[src/verilog/adc_cfg_pkg.sv]
// Register map, field layout and data path constants of the back end
`default_nettype none
package adc_cfg_pkg;

  // ==========================================================
  // Register indices and byte addresses
  localparam logic [11:0] SWAP_IDX = 12'h09b;
  localparam logic [11:0] DITHER_IDX = 12'h09d;
  localparam logic [11:0] LSB_IDX = 12'h160;
  localparam logic [31:0] SWAP_ADDR = {18'h00000, SWAP_IDX, 2'h0};
  localparam logic [31:0] DITHER_ADDR = {18'h00000, DITHER_IDX, 2'h0};
  localparam logic [31:0] LSB_ADDR = {18'h00000, LSB_IDX, 2'h0};

  // ==========================================================
  // Reset values
  localparam logic [7:0] SWAP_RESET = 8'h07;
  localparam logic [7:0] DITHER_RESET = 8'h00;
  localparam logic [7:0] LSB_RESET = 8'h00;

  // ==========================================================
  // Field positions
  localparam int DELAY_MSB = 4;
  localparam int DELAY_LSB = 0;
  localparam int DITHER_ON_BIT = 0;
  localparam int DITHER_AMP_BIT = 1;
  localparam int ROUND_ERR_BIT = 2;
  localparam int TS_EN_BIT = 0;

  // ==========================================================
  // Data path widths
  localparam int DELAY_W = 5;
  localparam int HIST_W = 31;
  localparam int CONV_W = 9;
  localparam int LINK_N = 16;
  localparam int PAD_W = LINK_N - CONV_W - 1;
  localparam int PIPE_DEPTH = 2;
  localparam logic [1:0] ILA_CS = 2'h0;

  // ==========================================================
  // AHB-Lite encodings
  localparam logic [1:0] HTRANS_NONSEQ = 2'h2;
  localparam logic HRESP_OKAY = 1'b0;

endpackage

`default_nettype wire

[src/verilog/adc_swap_dither_timestamp_ctrl.sv]
// Swap select delay, dither and timestamp insertion with AHB-Lite registers
//
// The implementer's own choice: the AHB-Lite slave port.
`timescale 1ns/1ps
`default_nettype none

module adc_swap_dither_timestamp_ctrl
(
  // Clock and reset
  input wire logic clk_in,
  input wire logic nrst_in,
  // AHB-Lite slave
  input wire logic hsel_in,
  input wire logic [31:0] haddr_in,
  input wire logic [1:0] htrans_in,
  input wire logic hwrite_in,
  input wire logic [2:0] hsize_in,
  input wire logic [31:0] hwdata_in,
  input wire logic hready_in,
  output logic hreadyout_out,
  output logic hresp_out,
  output logic [31:0] hrdata_out,
  // Core data and swap control
  input wire logic [8:0] core_a_data_in,
  input wire logic [8:0] core_b_data_in,
  input wire logic swap_active_in,
  input wire logic swap_sel_in,
  input wire logic timestamp_in,
  // Encoder side
  output logic swap_mux_sel_out,
  output logic [15:0] sample_out,
  output logic [1:0] ila_control_bits_out,
  // Analog dither and timestamp insertion controls
  output logic dither_on_out,
  output logic dither_amplitude_select_out,
  output logic rounding_error_select_out,
  output logic timestamp_insert_enable_out
);

  // ==========================================================
  // Bus address phase capture
  logic wr_act_reg;
  logic [31:0] wr_addr_reg;
  logic addr_phase;
  logic [7:0] swap_reg;
  logic [7:0] swap_next;
  logic [7:0] dither_reg;
  logic [7:0] dither_next;
  logic [7:0] lsb_reg;
  logic [7:0] lsb_next;
  logic [31:0] hrdata_reg;
  logic [31:0] rd_next;

  assign addr_phase = hsel_in && hready_in && htrans_in[1];
  assign hreadyout_out = 1'b1;
  assign hresp_out = adc_cfg_pkg::HRESP_OKAY;
  assign hrdata_out = hrdata_reg;

  always_ff @(posedge clk_in)
  begin
    if (!nrst_in)
    begin
      wr_act_reg <= 1'b0;
      wr_addr_reg <= 32'h00000000;
    end
    else if (hready_in)
    begin
      wr_act_reg <= addr_phase && hwrite_in;
      wr_addr_reg <= haddr_in;
    end
  end

  // ==========================================================
  // Register next values in the data phase
  always_comb
  begin
    swap_next = swap_reg;
    dither_next = dither_reg;
    lsb_next = lsb_reg;
    if (wr_act_reg)
    begin
      if (wr_addr_reg == adc_cfg_pkg::SWAP_ADDR)
      begin
        swap_next = hwdata_in[7:0];
      end
      else if (wr_addr_reg == adc_cfg_pkg::DITHER_ADDR)
      begin
        dither_next = hwdata_in[7:0];
      end
      else if (wr_addr_reg == adc_cfg_pkg::LSB_ADDR)
      begin
        lsb_next = hwdata_in[7:0];
      end
    end
  end

  always_ff @(posedge clk_in)
  begin
    if (!nrst_in)
    begin
      swap_reg <= adc_cfg_pkg::SWAP_RESET;
      dither_reg <= adc_cfg_pkg::DITHER_RESET;
      lsb_reg <= adc_cfg_pkg::LSB_RESET;
    end
    else
    begin
      swap_reg <= swap_next;
      dither_reg <= dither_next;
      lsb_reg <= lsb_next;
    end
  end

  // ==========================================================
  // Read data, forwarded from a write in the same edge
  always_comb
  begin
    rd_next = 32'h00000000;
    if (haddr_in == adc_cfg_pkg::SWAP_ADDR)
    begin
      rd_next = {24'h000000, swap_next};
    end
    else if (haddr_in == adc_cfg_pkg::DITHER_ADDR)
    begin
      rd_next = {24'h000000, dither_next};
    end
    else if (haddr_in == adc_cfg_pkg::LSB_ADDR)
    begin
      rd_next = {24'h000000, lsb_next};
    end
  end

  always_ff @(posedge clk_in)
  begin
    if (!nrst_in)
    begin
      hrdata_reg <= 32'h00000000;
    end
    else if (addr_phase && !hwrite_in)
    begin
      hrdata_reg <= rd_next;
    end
  end

  // ==========================================================
  // Dither, timestamp enable and control bit outputs
  assign dither_on_out = dither_reg[adc_cfg_pkg::DITHER_ON_BIT];
  assign dither_amplitude_select_out =
    dither_reg[adc_cfg_pkg::DITHER_AMP_BIT];
  assign rounding_error_select_out =
    dither_reg[adc_cfg_pkg::ROUND_ERR_BIT];
  assign timestamp_insert_enable_out = lsb_reg[adc_cfg_pkg::TS_EN_BIT];
  assign ila_control_bits_out = adc_cfg_pkg::ILA_CS;

  // ==========================================================
  // Swap select delay line
  logic [30:0] sel_hist_reg;
  logic [4:0] dly;
  logic sel_tap;
  logic eff_sel;

  assign dly = swap_reg[adc_cfg_pkg::DELAY_MSB:adc_cfg_pkg::DELAY_LSB];

  always_ff @(posedge clk_in)
  begin
    if (!nrst_in)
    begin
      sel_hist_reg <= 31'h0;
    end
    else
    begin
      sel_hist_reg <= {sel_hist_reg[29:0], swap_sel_in};
    end
  end

  always_comb
  begin
    if (dly == 5'h00)
    begin
      sel_tap = swap_sel_in;
    end
    else
    begin
      sel_tap = sel_hist_reg[dly - 5'h01];
    end
  end

  assign eff_sel = swap_active_in ? sel_tap : swap_sel_in;

  // ==========================================================
  // Sample pipeline with matched timestamp path
  logic sel_reg;
  logic [8:0] conv_reg;
  logic ts_reg;
  logic [15:0] sample_reg;

  assign swap_mux_sel_out = sel_reg;
  assign sample_out = sample_reg;

  always_ff @(posedge clk_in)
  begin
    if (!nrst_in)
    begin
      sel_reg <= 1'b0;
      conv_reg <= 9'h000;
      ts_reg <= 1'b0;
    end
    else
    begin
      sel_reg <= eff_sel;
      conv_reg <= eff_sel ? core_b_data_in : core_a_data_in;
      ts_reg <= timestamp_in;
    end
  end

  always_ff @(posedge clk_in)
  begin
    if (!nrst_in)
    begin
      sample_reg <= 16'h0000;
    end
    else
    begin
      sample_reg <= {conv_reg, 6'h00,
        timestamp_insert_enable_out && ts_reg};
    end
  end
endmodule

`default_nettype wire

[config.mk]
export PLATFORM = sky130hd
export DESIGN_NAME = adc_swap_dither_timestamp_ctrl
export DESIGN_NICKNAME = d
export VERILOG_FILES = /design/src/verilog/adc_cfg_pkg.sv /design/src/verilog/adc_swap_dither_timestamp_ctrl.sv
export SDC_FILE = /design/constraint.sdc
export NUM_CORES = 1
export LEC_CHECK = 0
export BUFFER_PORTS_ARGS = -buffer_cell sky130_fd_sc_hd__buf_2
export CAP_MARGIN = 25
export CORE_ASPECT_RATIO = 1.5
export CORE_MARGIN = 5
export CORE_UTILIZATION = 55
export CTS_BUF_LIST = sky130_fd_sc_hd__clkbuf_4 sky130_fd_sc_hd__clkbuf_8 sky130_fd_sc_hd__clkbuf_16
export DETAILED_ROUTE_END_ITERATION = 8
export GPL_TIMING_DRIVEN = 0
export HOLD_SLACK_MARGIN = 0.08
export PLACE_DENSITY = 0.84
export RECOVER_POWER = 100
export SYNTH_ARGS = -nofsm -noshare
export SYNTH_HDL_FRONTEND = slang
export SYNTH_SLANG_ARGS = --single-unit
export TNS_END_PERCENT = 50
[constraint.sdc]
create_clock -name clk_in -period 4.4 [get_ports clk_in]
set_input_delay 0.66 -clock clk_in [delete_from_list [all_inputs] [get_ports clk_in]]
set_output_delay 0.66 -clock clk_in [all_outputs]
set_load 0.02 [all_outputs]
==> results of run 1 <==
routing by layer:
layer / vias to the layer above / global-route usage / part of all wire
met5: - / 0 / 0
met4: 0 / 0.125 / 0.036
met3: 35 / 0.0614 / 0.067
met2: 145 / 0.382 / 0.54
met1: 1786 / 0.209 / 0.36
li1: 1789 / - / -
synth_stat cells (3+ instances only):
cell type,instances,share of area
nor4_1,7,0.0089
and2_1,43,0.055
o221ai_1,7,0.012
nand4b_1,3,0.0053
nand2_1,25,0.019
clkbuf_1,15,0.011
nor2b_1,56,0.071
dfxtp_1,117,0.48
nand2b_1,3,0.0038
a21oi_1,3,0.0030
inv_1,3,0.0023
nand4_1,5,0.0064
buf_4,35,0.053
nor3b_1,3,0.0046
nor3_1,3,0.0030
nor2_1,6,0.0046
mux4_1,6,0.032
mux2i_1,67,0.14
a2bb2oi_1,7,0.012
nor4_2,3,0.0076
report_power, final:
| part | internal (mW) | switching (mW) |
|---|---|---|
| registers | 1.09 | 0.0170 |
| clock network | 0.930 | 0.451 |
| logic | 0.0897 | 0.110 |
| total | 2.11 | 0.578 |
worst register-to-register path: stages (launching register included):
cell      delay, ns
dfxtp_1        0.37
clkbuf_1       0.47
inv_1          0.11
ha_1           0.40
inv_1          0.18
mux4_1         0.58
mux2_2         0.28
a211oi_1       0.26
a211oi_1       0.12
clkbuf_1       0.32
and2_0         0.27
worst max path at each step:
stage	start	endpoint	slack, ns
after detailed placement	swap_reg[0]	swap_mux_sel_out	1.60
after CTS	swap_reg[0]	swap_mux_sel_out	1.57
after floorplan	swap_reg[0]	swap_mux_sel_out	1.88
final	swap_reg[0]	swap_mux_sel_out	0.93
after global routing	wr_addr_reg[15]	hrdata_out[3]	0.77
after global placement	swap_reg[0]	swap_mux_sel_out	1.68
layout make-up:
| class | instances | area (um^2) |
|---|---|---|
| plain buffers | 54 | 332 |
| clock buffers | 21 | 474 |
| clock inverters | 9 | 128 |
| fillers | 644 | 2620 |
| inverters | 4 | 15.0 |
| multi-input cells | 311 | 2310 |
| flip-flops and latches | 117 | 2340 |
| well taps | 110 | 138 |
| repair buffers | 88 | 410 |
cell families (layout without fill, tap and decap cells):
group / count (synthesis) / after routing / synth area share
compound gates: 26 / 26 / 0.0437
xor+xnor: 2 / 2 / 0.00508
fa+ha+maj: 1 / 1 / 0.00254
buf+inv: 58 / 176 / 0.0727
flops: 117 / 117 / 0.476
mux: 76 / 76 / 0.177
other cells: 2 / 34 / 0.00152
simple gates: 172 / 172 / 0.222
through the flow:
stage	instance area [um^2]	instances	power, mW	setup WS, ns
after global placement	5620	684	1.32	1.68
after detailed placement	5620	684	1.33	1.60
after CTS	6220	714	2.71	1.57
after floorplan	5040	486	1.26	1.88
final	6150	714	2.69	0.930
after global routing	6150	714	2.78	0.774
cell usage in the layout, fill, tap and decap left out, drive strengths merged, types with 6 or more instances in the layout:
master	count
nand2	25
and2	43
o221ai	7
nor2b	56
clkbuf	64
conb	34
dfxtp	117
mux2i	67
mux4	7
buf	99
a2bb2oi	7
nor2	6
nand4	6
nor4	12
==> results.md, run 1 <==
- CTS buffer count: 17
- Worst Path Arrival: 3.75 ns
- Final setup TNS: 0 ns
- Syn Inst Count: 454
- Slew HR: -0.423
- RSZ-0062 raised after global routing: false
- Mapped cell area: 4920 um^2
- R2R setup slack: 0.93 ns
- DRT Pass-1 Iters: 4
- Clk root buf: clkbuf_16
- Vias in the first global route: 3854
- Total gr overflow: 0
- IO Count: 152
- Bufs on Longest Clock Path: 2
- Register area share after synthesis: 0.476
- Final net count: 689
- Syn_area_per_cell: 10.8 um^2
- Clock sink total: 117
- FF-to-FF End: swap_mux_sel_out
- Drt drc: 0
- CP delay by family, top: buffers and inverters
- Antenna violations before repair: 0
- Initial core utilization: 0.561
- Final core occ: 0.701
- Resize count post-CTS: 0
- Cell count along the critical path: 10
- Port Buf Inserts: 88
- Final period utilization: 0.789
- Total Routing Usage GR: 0.213
- Run status: finished, violations left
- Clock skew: 0.0107 ns
- Final setup viols: 0
- Routed WL per cell: 16.1 um
- Failing checks: max-capacitance violations, max-slew violations
- Detail Route Antenna Nets: 0
- Main flop type after synthesis: dfxtp_1
- Layout cells sized above 1: 0.228
- Die W: 87.3 um
- Min Tclk post-route: 3.47 ns
- Hold Path Stages: 1
- DRT Wirelength: 11500 um
- Warning count from the yosys run: 0
- RD Place Congestion: 0.803
- First-pass GRT wire length: 18000 um
- Die H: 126 um
- Worst Setup Start Kind: flop
- CP max stage cell: mux4_1
- Hold slack: 0.432 ns
- CTS clk-pin slew, worst paths: 0.05 ns
- Quantity of hold-fixing buffers added after cts: 0
- Crit-path max FO: 10
- Hold Fails Final Rpt: 0
- Hpwl dp: 8420 um
- Ant diodes: 0
- Critical path class: flop to flop
- Max-slew violations: 18
- Worst R2R Start: swap_reg[0]
- Post-synth EDFFs: 0
- Hold-critical path endpoint: sample_out[13]
- Leak: 2.64 nW
- Die ar.: 11000 um^2
- Least-Margin Pin Slew: 2.11 ns
- Vias: 3755
- CP Capture Type: flop
- Cells on worst reg2reg path: 10
- Clock Latency Late Sink: 0.40 ns
- Layout area overhead: 24.9%
- HP Class: flop to flop
- CTS tree: built
- CP cell instances: clkbuf_1 -> inv_1 -> ha_1 -> inv_1 -> mux4_1 -> mux2_2 -> a211oi_1 -> a211oi_1 -> clkbuf_1 -> and2_0
- Startpoint of the worst hold path: conv_reg[6]
- Crit path required time: 4.68 ns
- Number of setup buffers added after CTS: 0
- CP max stage delay: 0.58 ns
- Maxcap violations: 2
- Fmax achieved: 0.288 GHz
- FF+latch count, synth: 117
- Area of the core: 8780 um^2
- Number of core rows: 42
- Number of H-tree levels: 4
- Initial drt markers: 170
- Async set or reset register ratio after synthesis: 0
- Buf/Inv on CP: 4
- Drt via density: 5.26
- Peak VDD IR: 0.000291 V
- Max reg flops: 32
- Yosys cell types: 48
- Pwr Density: 437 nW/um^2
- Largest net degree at the start of global routing: 17
No activity file was read; power rests on OpenSTA's default activity.
==> run 2: changes to the inputs <==
--- a/config.mk
+++ b/config.mk
@@ -9,12 +9,12 @@
 export CAP_MARGIN = 25
 export CORE_ASPECT_RATIO = 1.5
 export CORE_MARGIN = 5
-export CORE_UTILIZATION = 55
+export CORE_UTILIZATION = 46
 export CTS_BUF_LIST = sky130_fd_sc_hd__clkbuf_4 sky130_fd_sc_hd__clkbuf_8 sky130_fd_sc_hd__clkbuf_16
 export DETAILED_ROUTE_END_ITERATION = 8
 export GPL_TIMING_DRIVEN = 0
 export HOLD_SLACK_MARGIN = 0.08
-export PLACE_DENSITY = 0.84
+export PLACE_DENSITY = 0.75
 export RECOVER_POWER = 100
 export SYNTH_ARGS = -nofsm -noshare
 export SYNTH_HDL_FRONTEND = slang
==> constraint.sdc (replaced) <==
create_clock -name clk_in -period 2.95 [get_ports clk_in]
set_input_delay 0.4425 -clock clk_in [delete_from_list [all_inputs] [get_ports clk_in]]
set_output_delay 0.4425 -clock clk_in [all_outputs]
set_load 0.02 [all_outputs]
==> results.md, run 2 (synthesis gave the netlist of run 1 again) <==
- Detail Route Antenna Nets: 0 (unchanged)
- CTS buffer count: 17 (unchanged)
- Layout Cells excl Fill: 750 (+5.0%)
- Final setup viols: 0 (unchanged)
- Cells on worst reg2reg path: 6 (-4)
- Hold-critical path endpoint: ts_reg
- Run status: completed
- RSZ-0062 raised after global routing: false
- Critical path class: flop to flop
- Slew HR: 0.144 (+0.567)
- Layout cells sized above 1: 0.243 (+0.0141)
- IO Count: 152 (unchanged)
- Most frequent cells in the layout: dfxtp_1, mux2i_1, buf_2
- Bufs on Longest Clock Path: 2 (unchanged)
- Die ar.: 12900 um^2 (+18%)
- Number of setup buffers added after CTS: 0 (unchanged)
- Crit-path max FO: 8 (-2)
- Peak VDD IR: 0.000406 V (+39%)
- Clock sink total: 117 (unchanged)
- Pwr Density: 644 nW/um^2 (+47%)
- Hold Fails Final Rpt: 0 (unchanged)
- Crit path required time: 3.24 ns (-1.44 ns)
- Drt drc: 0 (unchanged)
- Quantity of hold-fixing buffers added after cts: 0 (unchanged)
- Worst Path Arrival: 3.07 ns (-0.68 ns)
- Startpoint of the worst hold path: timestamp_in
- Post-Place Cell Area: 5670 um^2 (+0.76%)
- FF-to-FF End: hrdata_out[3]
- Drt via density: 4.78 (-9.2%)
- DRT Pass-1 Iters: 4 (unchanged)
- R2R setup slack: 0.17 ns (-0.76 ns)
- Clock skew: 0.00900 ns (-0.00172 ns)
- Maxcap violations: 0 (-2)
- Final setup TNS: 0 ns (unchanged)
- Worst R2R Start: wr_addr_reg[14]
- Clock Latency Late Sink: 0.40 ns (about the same)
- Commonest non-fill, non-tap cell in the layout: dfxtp_1
- HP Class: input port to flop
- Vias in the first global route: 3709 (-3.8%)
- RD Place Congestion: 0.791 (-1.4%)
- CP Capture Type: flop
- Worst Setup Start Kind: flop
- Layout area overhead: 26.3%
- DRT Wirelength: 11200 um (-2.7%)
- Overall Power: 4.01 mW (+49%)
- Ant diodes: 0 (unchanged)
- Area of the core: 10500 um^2 (+20%)
- Leak: 2.66 nW (+0.87%)
- Antenna violations before repair: 0 (unchanged)
- Hpwl dp: 8440 um (+0.24%)
- Resize count post-CTS: 0 (unchanged)
- Largest net degree at the start of global routing: 17 (unchanged)
- Routed WL per cell: 14.9 um (-7.3%)
- First-pass GRT wire length: 17800 um (-1.1%)
- Post-Place Cells: 718 (+5.0%)
- Total gr overflow: 0 (unchanged)
- Hold slack: 0.261 ns (-0.171 ns)
- Hold Path Stages: 2 (+1)
- Final net count: 689 (unchanged)
- Port Buf Inserts: 88 (unchanged)
- Design area: 6220 um^2 (+1.1%)
- Fmax achieved: 0.359 GHz (+25%)
- Least-Margin Pin Slew: 1.27 ns (-0.842 ns)
- Clk root buf: clkbuf_16
- Min Tclk post-route: 2.78 ns (-0.685 ns)
- CTS clk-pin slew, worst paths: 0.05 ns (about the same)
- Die H: 137 um (+8.6%)
- Number of core rows: 46 (+9.5%)
- Final period utilization: 0.944 (+0.155)
- Max reg flops: 32 (unchanged)
- Initial core utilization: 0.468 (-0.0936)
- Initial drt markers: 123 (-28%)
- Vias: 3582 (-4.6%)
- Number of H-tree levels: 4 (unchanged)
- Die W: 94.5 um (+8.3%)
- Total Routing Usage GR: 0.181 (-0.0321)
- Max-slew violations: 0 (-18)
- CTS tree: built
## run 2: where the power goes
| part | switching, mW | internal [mW] | total (mW) | leakage (nW) |
|---|---|---|---|---|
| Sequential | 0.0216 | 1.63 | 1.65 | 0.954 |
| Combinational | 0.163 | 0.135 | 0.298 | 1.41 |
| Clock | 0.669 | 1.39 | 2.06 | 0.294 |
## run 2: routing by layer
layer,global-route usage,wire [um],up-vias
li1,-,-,1795
met1,0.192,4330,1672
met2,0.327,6030,96
met3,0.0550,605,19
met4,0.0738,239,0
met5,0,0,-
## run 2: worst max-delay path by stage
stage	cells after the start	slack [ns]	end	start
global route	6	0.01	hrdata_out[3]	wr_addr_reg[14]
CTS	10	0.15	swap_mux_sel_out	swap_reg[0]
global placement	10	0.19	swap_mux_sel_out	swap_reg[0]
floorplan	10	0.43	swap_mux_sel_out	swap_reg[0]
detailed placement	10	0.18	swap_mux_sel_out	swap_reg[0]
finish	6	0.17	hrdata_out[3]	wr_addr_reg[14]
## run 2: cell type report
class,count,area (um^2)
plain buffers,54,343
clock buffers,23,477
clock inverters,9,128
fillers,929,4310
inverters,4,15.0
multi-input cells,311,2330
flip-flops and latches,117,2340
well taps,144,180
repair buffers,88,410
## run 2: metrics by stage
stage	utilization	setup slack, ns
floorplan	-	0.434
global placement	0.538	0.186
detailed placement	0.538	0.178
CTS	0.595	0.152
global route	0.591	0.0148
finish	0.591	0.165
## run 2: worst max-delay path, cell delays in order (launching register included)
cell	delay [ns]
dfxtp_1	0.32
nor4_2	0.34
nand4_2	0.24
nor4_2	1.07
mux2i_1	0.33
o22ai_1	0.12
a211o_1	0.25
==> run 3: changes to the inputs <==
--- a/config.mk
+++ b/config.mk
@@ -5,11 +5,12 @@
 export SDC_FILE = /design/constraint.sdc
 export NUM_CORES = 1
 export LEC_CHECK = 0
+export ABC_AREA = 1
 export BUFFER_PORTS_ARGS = -buffer_cell sky130_fd_sc_hd__buf_2
 export CAP_MARGIN = 25
 export CORE_ASPECT_RATIO = 1.5
 export CORE_MARGIN = 5
-export CORE_UTILIZATION = 46
+export CORE_UTILIZATION = 47
 export CTS_BUF_LIST = sky130_fd_sc_hd__clkbuf_4 sky130_fd_sc_hd__clkbuf_8 sky130_fd_sc_hd__clkbuf_16
 export DETAILED_ROUTE_END_ITERATION = 8
 export GPL_TIMING_DRIVEN = 0
==> results.md, run 3 <==
- Run status: completed
- Register area share after synthesis: 0.433 (-0.0430)
- Number of setup buffers added after CTS: 0 (unchanged)
- Antenna violations before repair: 0 (unchanged)
- CTS buffer count: 17 (unchanged)
- Ant diodes: 0 (unchanged)
- Clk root buf: clkbuf_16
- Crit path required time: 3.27 ns (+0.03 ns)
- CP max stage delay: 0.30 ns (-0.77 ns)
- FF+latch count, synth: 117 (unchanged)
- Die H: 141 um (+3.5%)
- DRT Pass-1 Iters: 5 (+1)
- Synth top area cells: dfxtp_1, nand2_1, inv_1
- CTS tree: built
- Initial core utilization: 0.474 (+0.00688)
- Mapped cell area: 5410 um^2 (+9.9%)
- CP delay by family, top: buffers and inverters
- Peak VDD IR: 0.000449 V (+10%)
- Detail Route Antenna Nets: 0 (unchanged)
- Warning count from the yosys run: 0 (unchanged)
- Worst Setup Start Kind: flop
- Post-synth EDFFs: 0 (unchanged)
- Slew HR: 0.529 (+0.385)
- Quantity of hold-fixing buffers added after cts: 0 (unchanged)
- Worst Path Arrival: 2.89 ns (-0.18 ns)
- Drt drc: 0 (unchanged)
- Total Routing Usage GR: 0.196 (+0.0152)
- Clock skew: 0.00734 ns (-0.00166 ns)
- Vias: 5139 (+43%)
- Final setup viols: 0 (unchanged)
- HP Class: input port to flop
- Async set or reset register ratio after synthesis: 0 (unchanged)
- Hold slack: 0.234 ns (-0.0274 ns)
- Resize count post-CTS: 0 (unchanged)
- Routed WL per cell: 11.9 um (-20%)
- Die W: 97.6 um (+3.3%)
- Total gr overflow: 0 (unchanged)
- Crit-path max FO: 10 (+2)
- Yosys cell types: 30 (-38%)
- Buf/Inv on CP: 6 (+6)
- Hold Fails Final Rpt: 0 (unchanged)
- Final core occ: 0.590 (about the same)
- Fmax achieved: 0.389 GHz (+8.5%)
- CP Capture Type: flop
- Hpwl dp: 9600 um (+14%)
- Most numerous cell in the Yosys netlist: nand2_1
- Number of core rows: 48 (+4.3%)
- Clock sink total: 117 (unchanged)
- Final net count: 1025 (+49%)
- # fillers: 1113 (+20%)
- Most frequent CP cell: nand3_1
- Critical path class: flop to flop
- RSZ-0062 raised after global routing: false
- CP cell instances: clkbuf_2 -> inv_6 -> buf_12 -> ha_1 -> buf_4 -> inv_1 -> nand3_1 -> nand3_1 -> nand3_1 -> nand2_1 -> nand2_1 -> nand2_2 -> nand2_4 -> buf_8 -> a21oi_1
- Area of the core: 11400 um^2 (+8.3%)
- Syn Inst Count: 790 (+74%)
- Initial drt markers: 276 (+120%)
- Leak: 3.45 nW (+30%)
- Multi-input logic area: 2320 um^2 (-0.43%)
- Yosys top cell by area: dfxtp_1
- Most frequent cells in the layout: nand2_1, inv_1, dfxtp_1
- DRT Wirelength: 13000 um (+16%)
- Max-slew violations: 0 (unchanged)
- Area share of the largest cell type after synthesis: 0.433 (-0.0430)
- Final setup TNS: 0 ns (unchanged)
- Number of H-tree levels: 4 (unchanged)
- Layout area overhead: 24.4%
- Die ar.: 13800 um^2 (+6.9%)
- CP max stage cell: dfxtp_1
- Clock Latency Late Sink: 0.41 ns (about the same)
- Port Buf Inserts: 88 (unchanged)
- Pwr Density: 619 nW/um^2 (-3.9%)
- IO Count: 152 (unchanged)
- Commonest non-fill, non-tap cell in the layout: nand2_1
- Least-Margin Pin Slew: 0.704 ns (-0.569 ns)
- Maxcap violations: 0 (unchanged)
- Overall Power: 4.17 mW (+4.1%)
- Drt via density: 4.71 (-1.4%)
- Register area: 2340 um^2 (unchanged)
- Max reg flops: 32 (unchanged)
- Layout cells sized above 1: 0.169 (-0.0736)
- Main flop type after synthesis: dfxtp_1
- Post-Place Cell Area: 6160 um^2 (+8.8%)
- Syn_area_per_cell: 6.85 um^2 (-37%)
- Final period utilization: 0.870 (-0.0736)
- Largest net degree at the start of global routing: 17 (unchanged)
- Min Tclk post-route: 2.57 ns (-0.217 ns)
- RD Place Congestion: 0.844 (+6.7%)
- Top cells by count, synth: nand2_1, dfxtp_1, inv_1, nor2_1, nand3_1
- Vias in the first global route: 4841 (+31%)
- First-pass GRT wire length: 21700 um (+22%)
- CTS clk-pin slew, worst paths: 0.05 ns (about the same)
- Design area: 6740 um^2 (+8.3%)
- Bufs on Longest Clock Path: 2 (unchanged)
## run 3: cell types whose count changed after synthesis, sizes merged, moves of 12 or more
cell,before,now
a21oi,3,43
and2,43,0
inv,4,119
mux2i,67,0
nand2,25,202
nand3,1,88
nor2,6,108
nor2b,56,0
nor4,12,0
o21ai,1,33
## run 3: cells by family (layout without fill, tap and decap cells)
group / count (synthesis) / after routing / share of synthesized area
simple gates: 409 / 409 / 0.320
buf+inv: 179 / 298 / 0.158
flops: 117 / 117 / 0.433
compound gates: 78 / 78 / 0.0790
xor+xnor: 4 / 4 / 0.00647
other cells: 2 / 34 / 0.00139
fa+ha+maj: 1 / 1 / 0.00231
## run 3: area by class of cell
type,count,share of cell area
repair buffers,88,0.0609
inverters,119,0.0671
plain buffers,60,0.0589
clock buffers,20,0.0665
flip-flops and latches,117,0.348
multi-input cells,526,0.344
clock inverters,11,0.0271
well taps,150,0.0279
## run 3: final timing paths
check / start / endpoint / slack [ns] / cells after the start
max: swap_reg[0] / swap_mux_sel_out / 0.38 / 15
min: swap_sel_in / sel_hist_reg[0] / 0.23 / 3
max reg2reg: swap_reg[0] / swap_mux_sel_out / 0.38 / 15
min reg2reg: ts_reg / sample_out[0] / 0.41 / 2
## run 3: where the power goes
group          internal, mW  switching [mW]  total (mW)  leakage [nW]
Combinational         0.116           0.194       0.310          2.18
Clock                  1.51           0.696        2.21         0.314
Sequential             1.63          0.0230        1.66         0.956
Total                  3.26           0.913        4.17          3.45
## run 3: metrics by stage
stage | setup slack, ns | std cells
3_3_place_gp | 0.563 | 1060
6_report | 0.382 | 1091
5_1_grt | 0.177 | 1091
3_5_place_dp | 0.562 | 1060
2_1_floorplan | 0.846 | 822
4_1_cts | 0.520 | 1091
## run 3: layer usage
metal | GRT usage | share of wire | wire [um] | vias to the layer above
li1 | - | - | - | 2657
met1 | 0.205 | 0.38 | 4970 | 2286
met2 | 0.359 | 0.53 | 6860 | 165
met3 | 0.0492 | 0.060 | 781 | 31
met4 | 0.0999 | 0.028 | 364 | 0
met5 | 0 | 0 | 0 | -
## run 3: worst register-to-register path: stages (launching register included)
cell      delay (ns)
dfxtp_1         0.30
clkbuf_2        0.26
inv_6           0.09
buf_12          0.16
ha_1            0.28
buf_4           0.17
inv_1           0.21
nand3_1         0.13
nand3_1         0.09
nand3_1         0.08
nand2_1         0.10
nand2_1         0.06
nand2_2         0.07
nand2_4         0.10
buf_8           0.17
a21oi_1         0.20
